`config.mk`:
```
export PLATFORM = sky130hd
export DESIGN_NAME = sram_port_glue
export DESIGN_NICKNAME = d
export VERILOG_FILES = /design/src/rtl/sram_glue_pkg.sv /design/src/rtl/lane_decoder.sv /design/src/rtl/sram_port_glue.sv
export SDC_FILE = /design/constraint.sdc
export NUM_CORES = 1
export LEC_CHECK = 0
export BUFFER_PORTS_ARGS = -buffer_cell sky130_fd_sc_hd__buf_2
export CAP_MARGIN = 0
export CORE_MARGIN = 8
export CORE_UTILIZATION = 40
export CTS_CLUSTER_SIZE = 10
export DETAILED_ROUTE_END_ITERATION = 16
export HOLD_SLACK_MARGIN = 0.06
export PLACE_DENSITY = 0.74
export SYNTH_ARGS = -nofsm -noshare
export SYNTH_HDL_FRONTEND = slang
export SYNTH_HIERARCHICAL = 1
export SYNTH_SLANG_ARGS = --single-unit
export TNS_END_PERCENT = 10
```
`constraint.sdc`:
```
create_clock -name core_clk -period 1.25 [get_ports core_clk]
set_input_delay 0.1875 -clock core_clk [delete_from_list [all_inputs] [get_ports core_clk]]
set_output_delay 0.1875 -clock core_clk [all_outputs]
set_load 0.03 [all_outputs]
```
`src/rtl/sram_glue_pkg.sv`:
```
package sram_glue_pkg;

  // ---------------------------------------------------------------
  // Geometry
  // ---------------------------------------------------------------
  localparam int DevAddrWidth = 11;
  localparam int CpuAddrWidth = 24;
  localparam int DevAddrLsb = 1;
  localparam int WindowLsb = 12;
  localparam logic [11:0] WindowBaseReset = 12'h000;

  // ---------------------------------------------------------------
  // Lane control encoding
  // ---------------------------------------------------------------
  localparam int LaneCtlWidth = 4;
  localparam logic [3:0] LaneIdle = 4'hf;
  localparam int LaneUpperWrite = 3;
  localparam int LaneLowerWrite = 2;
  localparam int LaneUpperOe = 1;
  localparam int LaneLowerOe = 0;

  typedef enum logic [2:0] {
    ST_IDLE = 3'b001,
    ST_ACCESS = 3'b010,
    ST_ACK = 3'b100
  } glue_state_t;

endpackage

```
`src/rtl/lane_decoder.sv`:
```
`timescale 1ns/1ps

// Byte-lane decoder: turns the read/write line and two lane strobes into
// per-lane output enables and write selects, all active low.
module lane_decoder (
  // Processor strobes
  input wire logic readNotWrite,
  input wire logic upper_lane_strobe_n,
  input wire logic lower_lane_strobe_n,
  // Lane controls
  output logic [sram_glue_pkg::LaneCtlWidth-1:0] laneCtl_n
);

  always_comb
  begin
    laneCtl_n = sram_glue_pkg::LaneIdle;
    // Each strobed lane gets an output enable on a read, a write select on a write.
    if (readNotWrite)
    begin
      laneCtl_n[sram_glue_pkg::LaneUpperOe] = upper_lane_strobe_n;
      laneCtl_n[sram_glue_pkg::LaneLowerOe] = lower_lane_strobe_n;
    end
    else
    begin
      laneCtl_n[sram_glue_pkg::LaneUpperWrite] = upper_lane_strobe_n;
      laneCtl_n[sram_glue_pkg::LaneLowerWrite] = lower_lane_strobe_n;
    end
  end

endmodule // lane_decoder

```
`src/rtl/sram_port_glue.sv`:
```
// Notes on behaviour
// - Hold write-block high when not arbitrating
// - Avoid two ports writing one byte together
// - Width grows by parallel devices, one lane
// - Depth: share low address, decode high
// - Byte bus: eleven low address lines direct
// - Word bus: address lines one to eleven
// - Lane decoder: idle high, per-lane enables
// - Upper address places 2K aligned window
// - Qualify window match with address-valid strobe
// - Acknowledge derived from window decode
// - Wide processors use big-endian byte order
`timescale 1ns/1ps

module sram_port_glue #(
  parameter logic [11:0] WindowBase = sram_glue_pkg::WindowBaseReset,
  parameter bit UseAddressValid = 1'b1
) (
  // Clock and reset
  input wire logic core_clk,
  input wire logic reset_n,
  input wire logic clkEnable,
  // Processor bus
  input wire logic [sram_glue_pkg::CpuAddrWidth-1:1] cpuAddr,
  input wire logic address_valid_strobe_n,
  input wire logic readNotWrite,
  input wire logic upper_lane_strobe_n,
  input wire logic lower_lane_strobe_n,
  output logic transfer_acknowledge_n,
  // Arbitration
  input wire logic writeBlockRequest,
  // Memory port, two byte lanes
  output logic [sram_glue_pkg::DevAddrWidth-1:0] memAddr,
  output logic chipEnable_n,
  output logic upper_lane_write_n,
  output logic lower_lane_write_n,
  output logic upper_lane_output_enable_n,
  output logic lower_lane_output_enable_n,
  output logic writeBlock_n
);

  logic [sram_glue_pkg::LaneCtlWidth-1:0] laneCtl_n;
  logic windowHit;
  logic access;
  sram_glue_pkg::glue_state_t state_q;
  sram_glue_pkg::glue_state_t state_d;
  logic [sram_glue_pkg::DevAddrWidth-1:0] memAddr_q;
  logic chipEnable_q;
  logic [sram_glue_pkg::LaneCtlWidth-1:0] laneCtl_q;
  logic writeBlock_q;

  // ---------------------------------------------------------------
  // Window decode
  // ---------------------------------------------------------------
  function automatic logic inWindow(input logic [sram_glue_pkg::CpuAddrWidth-1:1] a);
    inWindow = (a[sram_glue_pkg::CpuAddrWidth-1:sram_glue_pkg::WindowLsb] == WindowBase);
  endfunction

  // Window of 4K bytes (2K words) on a 4K boundary, optionally qualified by address valid.
  assign windowHit = inWindow(cpuAddr) && (!UseAddressValid || !address_valid_strobe_n);
  assign access = windowHit && !(upper_lane_strobe_n && lower_lane_strobe_n);

  // The upper strobe selects the even byte, so the upper lane carries it.
  lane_decoder u_lanes (
    .readNotWrite(readNotWrite),
    .upper_lane_strobe_n(upper_lane_strobe_n),
    .lower_lane_strobe_n(lower_lane_strobe_n),
    .laneCtl_n(laneCtl_n)
  );

  // ---------------------------------------------------------------
  // Access sequencing
  // ---------------------------------------------------------------
  always_comb
  begin
    state_d = state_q;
    case (state_q)
      sram_glue_pkg::ST_IDLE:
        if (access)
          state_d = sram_glue_pkg::ST_ACCESS;
      sram_glue_pkg::ST_ACCESS:
        if (!access)
          state_d = sram_glue_pkg::ST_IDLE;
        else
          state_d = sram_glue_pkg::ST_ACK;
      sram_glue_pkg::ST_ACK:
        if (!access)
          state_d = sram_glue_pkg::ST_IDLE;
      default:
        state_d = sram_glue_pkg::ST_IDLE;
    endcase
  end

  always_ff @(posedge core_clk or negedge reset_n)
  begin
    if (!reset_n)
      state_q <= sram_glue_pkg::ST_IDLE;
    else if (clkEnable)
      state_q <= state_d;
  end

  // ---------------------------------------------------------------
  // Memory port drive
  // ---------------------------------------------------------------
  always_ff @(posedge core_clk or negedge reset_n)
  begin
    if (!reset_n)
      memAddr_q <= '0;
    else if (clkEnable && access)
      // Device address inputs take processor lines one through eleven.
      // Both lanes share these lines; a byte-wide bus would start at line zero.
      memAddr_q <= cpuAddr[sram_glue_pkg::DevAddrLsb +: sram_glue_pkg::DevAddrWidth];
  end

  always_ff @(posedge core_clk or negedge reset_n)
  begin
    if (!reset_n)
    begin
      chipEnable_q <= 1'b0;
      laneCtl_q <= sram_glue_pkg::LaneIdle;
    end
    else if (clkEnable)
    begin
      // Chip enable only while inside the window.
      chipEnable_q <= access;
      // Strobes pass through lane decode; idle when out of window.
      laneCtl_q <= access ? laneCtl_n : sram_glue_pkg::LaneIdle;
    end
  end

  always_ff @(posedge core_clk or negedge reset_n)
  begin
    if (!reset_n)
      writeBlock_q <= 1'b1;
    else if (clkEnable)
      // Held high unless arbitration blocks writes to keep ports off one byte.
      writeBlock_q <= !writeBlockRequest;
  end

  assign memAddr = memAddr_q;
  assign chipEnable_n = !chipEnable_q;
  assign upper_lane_write_n = laneCtl_q[sram_glue_pkg::LaneUpperWrite];
  assign lower_lane_write_n = laneCtl_q[sram_glue_pkg::LaneLowerWrite];
  assign upper_lane_output_enable_n = laneCtl_q[sram_glue_pkg::LaneUpperOe];
  assign lower_lane_output_enable_n = laneCtl_q[sram_glue_pkg::LaneLowerOe];
  assign writeBlock_n = writeBlock_q;
  // Acknowledge once the access has stood one cycle on the port.
  assign transfer_acknowledge_n = !((state_q == sram_glue_pkg::ST_ACK) && access);

  // ---------------------------------------------------------------
  // Checks
  // ---------------------------------------------------------------
  a_ce_window: assert property (@(posedge core_clk) disable iff (!reset_n)
    clkEnable && !access |=> chipEnable_n)
    else $error("Chip enable asserted outside window.");

  a_ce_inside: assert property (@(posedge core_clk) disable iff (!reset_n)
    clkEnable && access |=> !chipEnable_n)
    else $error("Chip enable missing inside window.");

  a_oe_write_excl: assert property (@(posedge core_clk) disable iff (!reset_n)
    !((!upper_lane_write_n || !lower_lane_write_n)
      && (!upper_lane_output_enable_n || !lower_lane_output_enable_n)))
    else $error("Output enable and write select both active.");

  a_read_lane: assert property (@(posedge core_clk) disable iff (!reset_n)
    clkEnable && access && readNotWrite && !upper_lane_strobe_n
      |=> !upper_lane_output_enable_n && upper_lane_write_n)
    else $error("Upper lane read not enabled.");

  a_write_lane: assert property (@(posedge core_clk) disable iff (!reset_n)
    clkEnable && access && !readNotWrite && !lower_lane_strobe_n
      |=> !lower_lane_write_n && lower_lane_output_enable_n)
    else $error("Lower lane write not selected.");

  a_idle_high: assert property (@(posedge core_clk) disable iff (!reset_n)
    clkEnable && upper_lane_strobe_n && lower_lane_strobe_n
      |=> upper_lane_write_n && lower_lane_write_n
        && upper_lane_output_enable_n && lower_lane_output_enable_n)
    else $error("Lane controls not idle with strobes high.");

  a_addr_map: assert property (@(posedge core_clk) disable iff (!reset_n)
    clkEnable && access |=> memAddr == $past(cpuAddr[11:1]))
    else $error("Device address not from lines one to eleven.");

  a_ack_timing: assert property (@(posedge core_clk) disable iff (!reset_n)
    clkEnable && access && state_q == sram_glue_pkg::ST_IDLE ##1 clkEnable && access
      ##1 access |-> !transfer_acknowledge_n)
    else $error("Acknowledge not given after two cycles.");

  a_block_follow: assert property (@(posedge core_clk) disable iff (!reset_n)
    clkEnable |=> writeBlock_n == !$past(writeBlockRequest))
    else $error("Write block does not follow request.");

  a_write_upper: assert property (@(posedge core_clk) disable iff (!reset_n)
    clkEnable && access && !readNotWrite && !upper_lane_strobe_n
      |=> !upper_lane_write_n && upper_lane_output_enable_n)
    else $error("Upper lane write not selected.");

  a_read_lower: assert property (@(posedge core_clk) disable iff (!reset_n)
    clkEnable && access && readNotWrite && !lower_lane_strobe_n
      |=> !lower_lane_output_enable_n && lower_lane_write_n)
    else $error("Lower lane read not enabled.");

  a_ack_release: assert property (@(posedge core_clk) disable iff (!reset_n)
    !access |-> transfer_acknowledge_n)
    else $error("Acknowledge given without an access.");

  a_ack_enabled: assert property (@(posedge core_clk) disable iff (!reset_n)
    !transfer_acknowledge_n |-> !chipEnable_n)
    else $error("Acknowledge given while the port is not enabled.");

  a_addr_hold: assert property (@(posedge core_clk) disable iff (!reset_n)
    clkEnable && !access |=> $stable(memAddr))
    else $error("Device address moved outside an access.");

  a_freeze_hold: assert property (@(posedge core_clk) disable iff (!reset_n)
    !clkEnable |=> $stable(memAddr) && $stable(chipEnable_n) && $stable(writeBlock_n))
    else $error("Port drive changed while the clock enable was low.");

endmodule // sram_port_glue

```
Yosys cells after proc, flatten, opt, wreduce, memory -nomap -nowiden. Index checks and enable logic that the tools add are counted.

Shift operators: 0. Multiplexer cells: 7. Eq/ne operators: 5. Div/mod/pow operators: 0. Order comparisons: 0. Add/sub/neg operators: 0. Multiply operators: 0. Reduce and logical (&&, ||, !) cells: 12. Bitwise gates (word level): 0.

Operator list (number): 12-bit zero test (1); 3-bit two-way mux (3); 3-bit case mux with 3 select lines (1); 1-bit logical AND (5); 1-bit zero test (5); 2-bit two-way mux (2); 4-bit two-way mux (1); 2-bit inequality test, second input constant (2); 3-bit by 1-bit == test with 1-bit output, second input constant (1); 3-bit by 2-bit == test with 1-bit output, second input constant (1); 3-bit == test, second input constant (1); 3-bit AND reduction (1).

Bits in latches: 0. Flip-flop bits (word level): 20. Memories kept: 0. Memory bits (read-only): 0. RAM bits: 0. Output and inout bits: 18. Input port bits: 31.

Depth between registers and ports, before layout. Gate-level depths: netlist (run 1).

Depth in word-level cells: 5. Gate-level depth with buffers: 4.

By module. Netlist (run 1), hierarchy kept.

By module, submodules not included: sram_port_glue (instances 1, cells an instance 61, sequential area each 508.0 sq um, area an instance 942.2 sq um); lane_decoder (instances 1, cells an instance 4, sequential area each 0.0 sq um, area an instance 25.0 sq um).

Worst setup path after synthesis (run 1). OpenSTA, ideal clock, no wires.

Path type: input to output. Start: in cpuAddr[18] (netlist name). End: out transfer_acknowledge_n. Arrival time: 1255 ps. Stages on the path: 3. Path buffers: 0. Slack: -192 ps. Cells stage by stage: nor4_4 > nand4_2 > or4_1.

Word-level cells in the longest chain between the ends: 5.

RTL lines: from (decl) (RTL line sram_port_glue.sv:24) `input wire logic [sram_glue_pkg::CpuAddrWidth-1:1] cpuAddr,`; 12-bit zero test (RTL line sram_port_glue.sv:56) `inWindow = (a[sram_glue_pkg::CpuAddrWidth-1:sram_glue_pkg::WindowLsb] == WindowBase);`; 1-bit logical AND (RTL line sram_port_glue.sv:60) `assign windowHit = inWindow(cpuAddr) && (!UseAddressValid || !address_valid_strobe_n);`; 1-bit logical AND (RTL line sram_port_glue.sv:61) `assign access = windowHit && !(upper_lane_strobe_n && lower_lane_strobe_n);`; 1-bit logical AND (RTL line sram_port_glue.sv:148) `assign transfer_acknowledge_n = !((state_q == sram_glue_pkg::ST_ACK) && access);`; 1-bit zero test (RTL line sram_port_glue.sv:148); to (decl) (RTL line sram_port_glue.sv:29) `output logic transfer_acknowledge_n,`.

No other way between the ends.

Final worst setup path (run 1).
Start: reg state_q[0]. End: out transfer_acknowledge_n.

Word-level cells in the longest chain between the ends: 3.

RTL lines: from (decl) (RTL line sram_port_glue.sv:45) `sram_glue_pkg::glue_state_t state_q;`; from (signal assigned) (RTL line sram_port_glue.sv:97) `state_q <= sram_glue_pkg::ST_IDLE;`; from (signal assigned) (RTL line sram_port_glue.sv:99) `state_q <= state_d;`; 3-bit == test (RTL line sram_port_glue.sv:148); 1-bit logical AND (RTL line sram_port_glue.sv:148); 1-bit zero test (RTL line sram_port_glue.sv:148).

No other way between the ends.

==> impl_metrics.toml, run 1 <==
[route]
drc = 0
routed_wl_um = 2440
drt-initial-drc-count = 42
via_per_inst = 4.88
final_antenna_net_count = 0
num_vias = 766
first_pass_iters = 4
wl_per_cell_um = 15.5

[layout]
drive_gt1_share_pct = 66.9
diodes = 0
utilization_pct = 57.5
seq_area_um2 = 508
final_common_cell = "buf_2"
layout_common_cells = "43 x buf_2, 14 x dfrtp_1, 12 x buf_4"
nets = 159
multi_input_area_um2 = 428
fillers = 234
synthToLayoutAreaGrowth_pct = 42.0

[grt]
overflow = 0
antenna_found_initial = 0
track_usage_pct = 11.6
grt_pass1_wl_um = 3970
grt_pass1_vias = 857
grt_max_degree = 21

[cts]
cts_htree_levels = 1
cts_made_buffers = 3
cts_buffer_depth = 2
clkSlewWorstSetupHoldPaths_ns = 0.11
insertion_delay_ns = 0.29
root_buffer = "clkbuf_4"
tritoncts = "yes"
clock_sinks = 20

[worst_hold_path]
worstHoldStart = "cpuAddr[5]"
hold_path_class = "in -> reg"

[place]
gp_congestion = 0.758
place_hpwl_um = 1890
port_buffers = 48
place_ws_ns = -0.321

[floorplan]
die_height_um = 65.2
dieArea_um2 = 4250
coreArea_um2 = 2390
start_util_pct = 40.5
std_cell_rows = 18
die_x_um = 65.2
io_pins = 49

[power]
p_comb_share_pct = 12.2
clkPwrFrac_pct = 28.3
power.total_mw = 1.10
power.density_nw_per_um2 = 803
ir_drop_v = 0.000584
switching_share_pct = 23.2
internal-power_uw = 848
p_leak_nw = 0.676
p_switching_uw = 256
seqPwrFrac_pct = 59.5

[synthesis]
synth_area_leaders = "dfrtp_1 36%, dfstp_2 16%, mux2_4 16%"
syn_area_um2 = 967
seq_area_frac_synth_pct = 52.5
yosys_warnings = 6
synthesis.nets = 96
yosys.area.top_type = "dfrtp_1"
postSynthCellCount = 65
synth.ff_latch_count = 20
synth_top_area_share_pct = 36.2
synth_area_per_cell_um2 = 14.9
ys_types = 27

[sta]
relSlewSlack_pct = 70.8
period_minus_slack_ns = 1.53
finClkSkew_ns = 0.000194
fin_crit_sh_pct = 123
rsz0062_at_grt = "true"
worst_slack_ns = -0.284
setup_violations = 12
tightest_slew_ns = 0.438
tns_ns = -0.383
finalHoldViolations = 0
fin_hold_ws_ns = 0.113
finalMaxSlewViolations = 0
timing.fmax_mhz = 652

[outcome]
violations = "negative setup slack"
outcome = "finished, violations left"

[critical_path]
r2r_start = "state_q[0]$_DFFE_PN1P_"
cp_top_family = "simple AND/OR/NAND/NOR gates"
endpoint_kind = "primary output"
slowest_delay_ns = 0.52
crit_start = "state_q[0]$_DFFE_PN1P_"
start_kind = "flop"
worstPathMaxFanout = 2
cp.arrival_ns = 1.35
crit_type = "reg -> out"
crit_required_ns = 1.06
crit_chain = "or4_4, buf_6"
cp_num_buf_inv = 1
cpMaxStageDelayCell = "or4_4"

[run]
maxCapViolations = 0
-- layout make-up --
class,count,area share (%)
Sequential cell,20,37.0
Multi-Input combinational cell,39,31.1
Timing Repair Buffer,60,26.1
Tap cell,30,2.73
Clock buffer,4,1.91
Inverter,4,1.09
-- state kept, by name, summed over array words and instances (netlist names) --
signal,cells
writeBlock_n,1
chipEnable_q,1
state_q,3
memAddr,11
laneCtl_q,4
-- what timing repair did --
item	in CTS	in global routing
resized for setup	4	5
setup endpoints to repair	1	14
pin swaps	1	1
setup buffers	1	1
hold buffers	2	0
endpoints found under the hold margin	15	0
-- Yosys cell counts --
cell and n:
o21a_1 1, mux2_4 10, nand4_2 1, mux2_2 1, nand4bb_1 1, dfstp_2 6
and3b_1 1, or4_1 1, o32ai_1 1, o22ai_1 1, o22a_1 5, inv_1 4
nor4_4 2, and4_4 1, or2_1 2, xnor2_1 1, clkbuf_1 1, a211oi_2 1
buf_12 1, mux2i_1 1, nor4b_2 1, nor3_1 1, a21oi_1 1, o21ai_0 1
nand4_1 1, nand2b_1 3, dfrtp_1 14
-- worst register-to-register path: cells and delay by family, from the launching register on --
| family | cells | cell delay (ns) |
|---|---|---|
| AO/OA/AOI/OAI | 2 | 0.29 |
| flip-flops | 1 | 0.55 |
| buffers and inverters | 1 | 0.12 |
| AND/OR/NAND/NOR | 1 | 0.13 |
-- per-layer routing --
layer	up-vias	track usage (%)	share of wire, %
li1	369	-	-
met1	379	12.1	36
met2	14	22.0	59
met3	4	2.04	3.0
met4	0	5.18	1.5
met5	-	0	0
-- path summary, 6_finish.rpt --
path | endpoint | slack [ns] | depth (start not counted)
max | transfer_acknowledge_n | -0.28 | 2
min | memAddr[4]$_DFFE_PN0P_ | 0.11 | 2
max reg2reg | state_q[0]$_DFFE_PN1P_ | 0.09 | 4
min reg2reg | writeBlock_n$_DFFE_PN1P_ | 0.48 | 2
max in group asynchronous | laneCtl_q[3]$_DFFE_PN1P_ | 0.56 | 2
min in group asynchronous | memAddr[7]$_DFFE_PN0P_ | 0.35 | 2
-- cell families after synthesis --
| kind of cell | count (synthesis) | synth area share, % |
|---|---|---|
| flops | 20 | 52.5 |
| xor+xnor | 1 | 0.906 |
| mux | 12 | 17.7 |
| buf+inv | 6 | 4.01 |
| compound gates | 11 | 9.18 |
| simple gates | 15 | 15.7 |
-- power by group through the flow --
| stage | clock network [mW] | registers (mW) | logic (mW) |
|---|---|---|---|
| floorplan | 0 | 0.676 | 0.0280 |
| global route | 0.353 | 0.658 | 0.148 |
| finish | 0.312 | 0.656 | 0.135 |
| CTS | 0.324 | 0.656 | 0.132 |
| global placement | 0 | 0.667 | 0.119 |
| detailed placement | 0 | 0.667 | 0.124 |
-- per-stage QoR --
| step | instance area [µm²] | cells |
|---|---|---|
| final | 1370 | 157 |
| after global routing | 1370 | 157 |
| after CTS | 1360 | 156 |
| after detailed placement | 1280 | 149 |
| after global placement | 1280 | 149 |
| after floorplan | 971 | 65 |
Note: power is estimated with default switching activity, not from simulation.
==> inputs of run 2 (changes only) <==
BUFFER_PORTS_ARGS = default   (was -buffer_cell sky130_fd_sc_hd__buf_2)
DONT_BUFFER_PORTS = 1   (was default)
PLACE_DENSITY = default   (was 0.74)
TNS_END_PERCENT = 100   (was 10)
==> impl_metrics.toml, run 2 (synthesized netlist as in run 1, its figures left out) <==
[sta]
finClkSkew_ns = 0.0000580
worst_slack_ns = -0.258
rsz0062_at_grt = "true"
relSlewSlack_pct = 42.2
finalMaxSlewViolations = 0
fin_crit_sh_pct = 121
setup_violations = 1
finalHoldViolations = 0
timing.fmax_mhz = 663
tightest_slew_ns = 0.865
period_minus_slack_ns = 1.51
tns_ns = -0.258

[critical_path]
cp_num_buf_inv = 0
reg2reg_slack_ns = 0.16
worstPathMaxFanout = 5
cpMaxStageDelayCell = "or4_4"
crit_type = "reg -> out"
cp_top_family = "simple AND/OR/NAND/NOR gates"
start_kind = "flop"
endpoint_kind = "primary output"
crit_required_ns = 1.06
cp.arrival_ns = 1.32
slowest_delay_ns = 0.60
crit_chain = "or4_4"

[grt]
track_usage_pct = 10.2
overflow = 0
grt_pass1_vias = 721
antenna_found_initial = 0
grt_pass1_wl_um = 3370
grt_max_degree = 21

[run]
maxCapViolations = 0

[layout]
utilization_pct = 54.5
largest_reg_flops = 11
drive_gt1_share_pct = 44.3
seq_area_um2 = 508
synthToLayoutAreaGrowth_pct = 34.4
layout_common_cells = "15 x dlygate4sd3_1, 15 x buf_4, 14 x dfrtp_1"
multi_input_area_um2 = 424
nets = 129
final_cell_count_no_fill = 127
fillers = 210
diodes = 0

[route]
first_pass_iters = 4
routed_wl_um = 2190
final_antenna_net_count = 0
num_vias = 638
via_per_inst = 5.02
drc = 0
drt-initial-drc-count = 14
wl_per_cell_um = 17.3

[floorplan]
dieArea_um2 = 4250
die_height_um = 65.2
coreArea_um2 = 2390
die_x_um = 65.2
start_util_pct = 40.5
io_pins = 49
std_cell_rows = 18

[cts]
cts_buffer_depth = 2
cts_made_buffers = 3
clock_sinks = 20
clkSlewWorstSetupHoldPaths_ns = 0.12
root_buffer = "clkbuf_4"
cts_htree_levels = 1
insertion_delay_ns = 0.31
tritoncts = "yes"
cts_setup_buffers = 0

[power]
p_leak_nw = 0.566
power.total_mw = 1.27
ir_drop_v = 0.00144
power.density_nw_per_um2 = 979

[outcome]
outcome = "finished, violations left"
violations = "negative setup slack"

[place]
place_ws_ns = -0.182
gp_congestion = 0.735
port_buffers = 0
place_hpwl_um = 1610
place_inst = 108

[worst_hold_path]
hold_path_class = "in -> reg"
[run 2: cell type report]
class	count	share of cell area, %
Clock inverter	1	2.31
Inverter	4	1.15
Sequential cell	20	39.1
Tap cell	30	2.89
Timing Repair Buffer	30	20.2
Clock buffer	3	1.73
Multi-Input combinational cell	39	32.6
[run 2: path summary, 6_finish.rpt]
check                                       start                        to  depth (start not counted)
min in group asynchronous                 reset_n    memAddr[6]$_DFFE_PN0P_                          1
min                                     clkEnable  laneCtl_q[0]$_DFFE_PN1P_                          2
max reg2reg                state_q[2]$_DFFE_PN0P_    state_q[2]$_DFFE_PN0P_                          4
max in group asynchronous                 reset_n    memAddr[1]$_DFFE_PN0P_                          1
min reg2reg                memAddr[7]$_DFFE_PN0P_    memAddr[7]$_DFFE_PN0P_                          1
max                        state_q[0]$_DFFE_PN1P_    transfer_acknowledge_n                          1
[run 2: through the flow]
step           instance area [µm²]  hold WS [ns]
3_5_place_dp                  1100        -0.107
6_report                      1300        0.0803
2_1_floorplan                  971        -0.108
3_3_place_gp                  1100        -0.108
4_1_cts                       1300        0.0656
5_1_grt                       1300        0.0660
[run 2: where the power goes]
part	switching (mW)	total, mW	internal (mW)
combinational	0.0346	0.0845	0.0499
sequential	0.00917	0.664	0.655
clock	0.200	0.524	0.324
[run 2: timing repair]
item	4_1_cts	5_1_grt
cloned	0	0
pin swaps	0	0
gates resized for setup	0	0
setup endpoints to repair	1	1
hold buffers	15	0
endpoints found under the hold margin	40	0
[run 2: per-layer routing]
layer  global-route usage (%)  share of wire (%)  up-vias
met5                        0                  0        -
met4                     4.09                1.1        0
met1                     10.7                 38      309
met3                     6.29                9.6        5
li1                         -                  -      303
met2                     16.4                 51       21
[run 2: worst reg2reg max path, cell delays in order, from the launching register on]
cell and delay, ns:
dfrtp_1 0.40, buf_4 0.14, and3b_1 0.21, a21oi_1 0.04
o32ai_1 0.21
==> inputs of run 3 (changes only) <==
ABC_AREA = 1   (was default)
==> impl_metrics.toml, run 3 <==
[power]
power.total_mw = 1.40
p_comb_share_pct = 25.1
seqPwrFrac_pct = 52.4
internal-power_uw = 983
p_switching_uw = 418
p_leak_nw = 0.611
switching_share_pct = 29.8
ir_drop_v = 0.000666
clkPwrFrac_pct = 22.5
power.density_nw_per_um2 = 1160

[critical_path]
crit_type = "reg -> out"
cp_top_family = "flip-flops"
crit_chain = "nor3_2, nand3_2, buf_6"
cp.arrival_ns = 1.13
cpMaxStageDelayCell = "dfstp_2"
endpoint_kind = "primary output"
slowest_delay_ns = 0.40
crit_required_ns = 1.06
start_kind = "flop"
worstPathMaxFanout = 3
cp_num_buf_inv = 1

[synthesis]
synth_area_per_cell_um2 = 7.73
yosys.area.top_type = "dfrtp_1"
syn_area_um2 = 927
synth_edf_count = 0
ys_types = 19
synthesis.nets = 151
synth.ff_latch_count = 20
postSynthCellCount = 120
synth_area_leaders = "dfrtp_1 38%, nand2_1 21%, dfstp_2 17%"
yosysMostFrequentCell = "nand2_1"
synth_top_area_share_pct = 37.8
seq_area_frac_synth_pct = 54.8
yosys_warnings = 6
synth_top_flop_cell = "dfrtp_1"
ys_async_sr_fraction_pct = 100
synth_commonest_cells = "52 x nand2_1, 19 x nor2_1, 14 x dfrtp_1, 8 x inv_1, 6 x dfstp_2"

[grt]
grt_max_degree = 21
overflow = 0
antenna_found_initial = 0
track_usage_pct = 11.4
grt_pass1_wl_um = 3760
grt_pass1_vias = 788

[sta]
finalMaxSlewViolations = 0
finClkSkew_ns = 0.00285
tightest_slew_ns = 0.898
rsz0062_at_grt = "true"
period_minus_slack_ns = 1.32
relSlewSlack_pct = 39.9
worst_slack_ns = -0.0672
tns_ns = -0.0672
finalHoldViolations = 0
setup_violations = 1
fin_hold_ws_ns = 0.0782
timing.fmax_mhz = 759
fin_crit_sh_pct = 105

[route]
wl_per_cell_um = 13.9
wl_met1_um = 885
wl_met3_um = 264
routed_wl_um = 2370
highest_layer = "met4"
num_vias = 808
drc = 0
first_pass_iters = 4
final_antenna_net_count = 0
via_per_inst = 4.75
wl_met2_um = 1200
drt-initial-drc-count = 11

[outcome]
outcome = "finished, violations left"
violations = "negative setup slack"

[layout]
diodes = 0
seq_area_um2 = 508
synthToLayoutAreaGrowth_pct = 30.4
multi_input_area_um2 = 400
final_area_um2 = 1210
nets = 174
final_common_cell = "nand2_1"
layout_common_cells = "51 x nand2_1, 19 x nor2_1, 14 x dfrtp_1, 14 x dlygate4sd3_1, 6 x dfstp_2"
final_cell_count_no_fill = 170
largest_reg_flops = 11
utilization_pct = 54.6
drive_gt1_share_pct = 22.5
fillers = 210

[cts]
tritoncts = "yes"
cts_buffer_depth = 2
clkSlewWorstSetupHoldPaths_ns = 0.11
clock_sinks = 20
root_buffer = "clkbuf_4"
insertion_delay_ns = 0.29
cts_made_buffers = 3
cts_htree_levels = 1

[place]
place_hpwl_um = 1670
placed_cell_area_um2 = 960
gp_congestion = 0.821
place_inst = 147
place_ws_ns = -0.0622
port_buffers = 0

[floorplan]
coreArea_um2 = 2210
io_pins = 49
die_x_um = 64.1
die_height_um = 64.1
start_util_pct = 41.9
std_cell_rows = 17
dieArea_um2 = 4110

[worst_hold_path]
hold_path_class = "in -> reg"

[run]
maxCapViolations = 0
run 3: worst reg2reg max path: stages (launching register included):
cell and delay, ns:
dfstp_2 0.57, inv_2 0.06, nand3_2 0.08, inv_2 0.04, or2_4 0.22, nand2_2 0.07
nand3_2 0.06, nand2_1 0.07
run 3: repair_timing:
item / 4_1_cts / 5_1_grt
pin swaps: 5 / 5
hold buffers: 15 / 0
setup endpoints to repair: 4 / 19
hold endpoints to repair: 38 / 0
resized for setup: 7 / 6
setup buffers: 4 / 0
run 3: final cells by class:
type                       instances  area share (%)
clock buffer                       4            2.17
inverter                          10            3.11
multi-input combinational         87            33.1
sequential                        20            42.0
timing repair buffer              21            16.7
tap                               28            2.90
run 3: worst paths after layout:
path / start / to / slack [ns] / cells after the start
setup / recovery: state_q[0]$_DFFE_PN1P_ / transfer_acknowledge_n / -0.07 / 3
hold / removal: clkEnable / state_q[0]$_DFFE_PN1P_ / 0.08 / 3
setup reg to reg: state_q[0]$_DFFE_PN1P_ / state_q[0]$_DFFE_PN1P_ / 0.03 / 7
hold reg to reg: state_q[0]$_DFFE_PN1P_ / state_q[0]$_DFFE_PN1P_ / 0.50 / 2
max in group asynchronous: reset_n / memAddr[7]$_DFFE_PN0P_ / 0.25 / 1
min in group asynchronous: reset_n / memAddr[9]$_DFFE_PN0P_ / 0.45 / 1
run 3: power by group through the flow:
stage          logic [mW]  registers [mW]  clock network [mW]
2_1_floorplan       0.159           0.737                   0
3_3_place_gp        0.168           0.742                   0
3_5_place_dp        0.182           0.746                   0
4_1_cts             0.285           0.735               0.335
5_1_grt             0.397           0.741               0.348
6_report            0.352           0.734               0.315
run 3: logic make-up after synthesis:
| group | synth area share (%) |
|---|---|
| AOI/OAI and AO/OA | 1.62 |
| DFF | 54.8 |
| and+or+nand+nor | 37.1 |
| buffers and inverters | 6.48 |
run 3: routing by layer:
metal  up-vias  track usage [%]
met1       362             12.2
met5         -                0
li1        407                -
met2        37             19.3
met4         0             4.36
met3         2             5.40
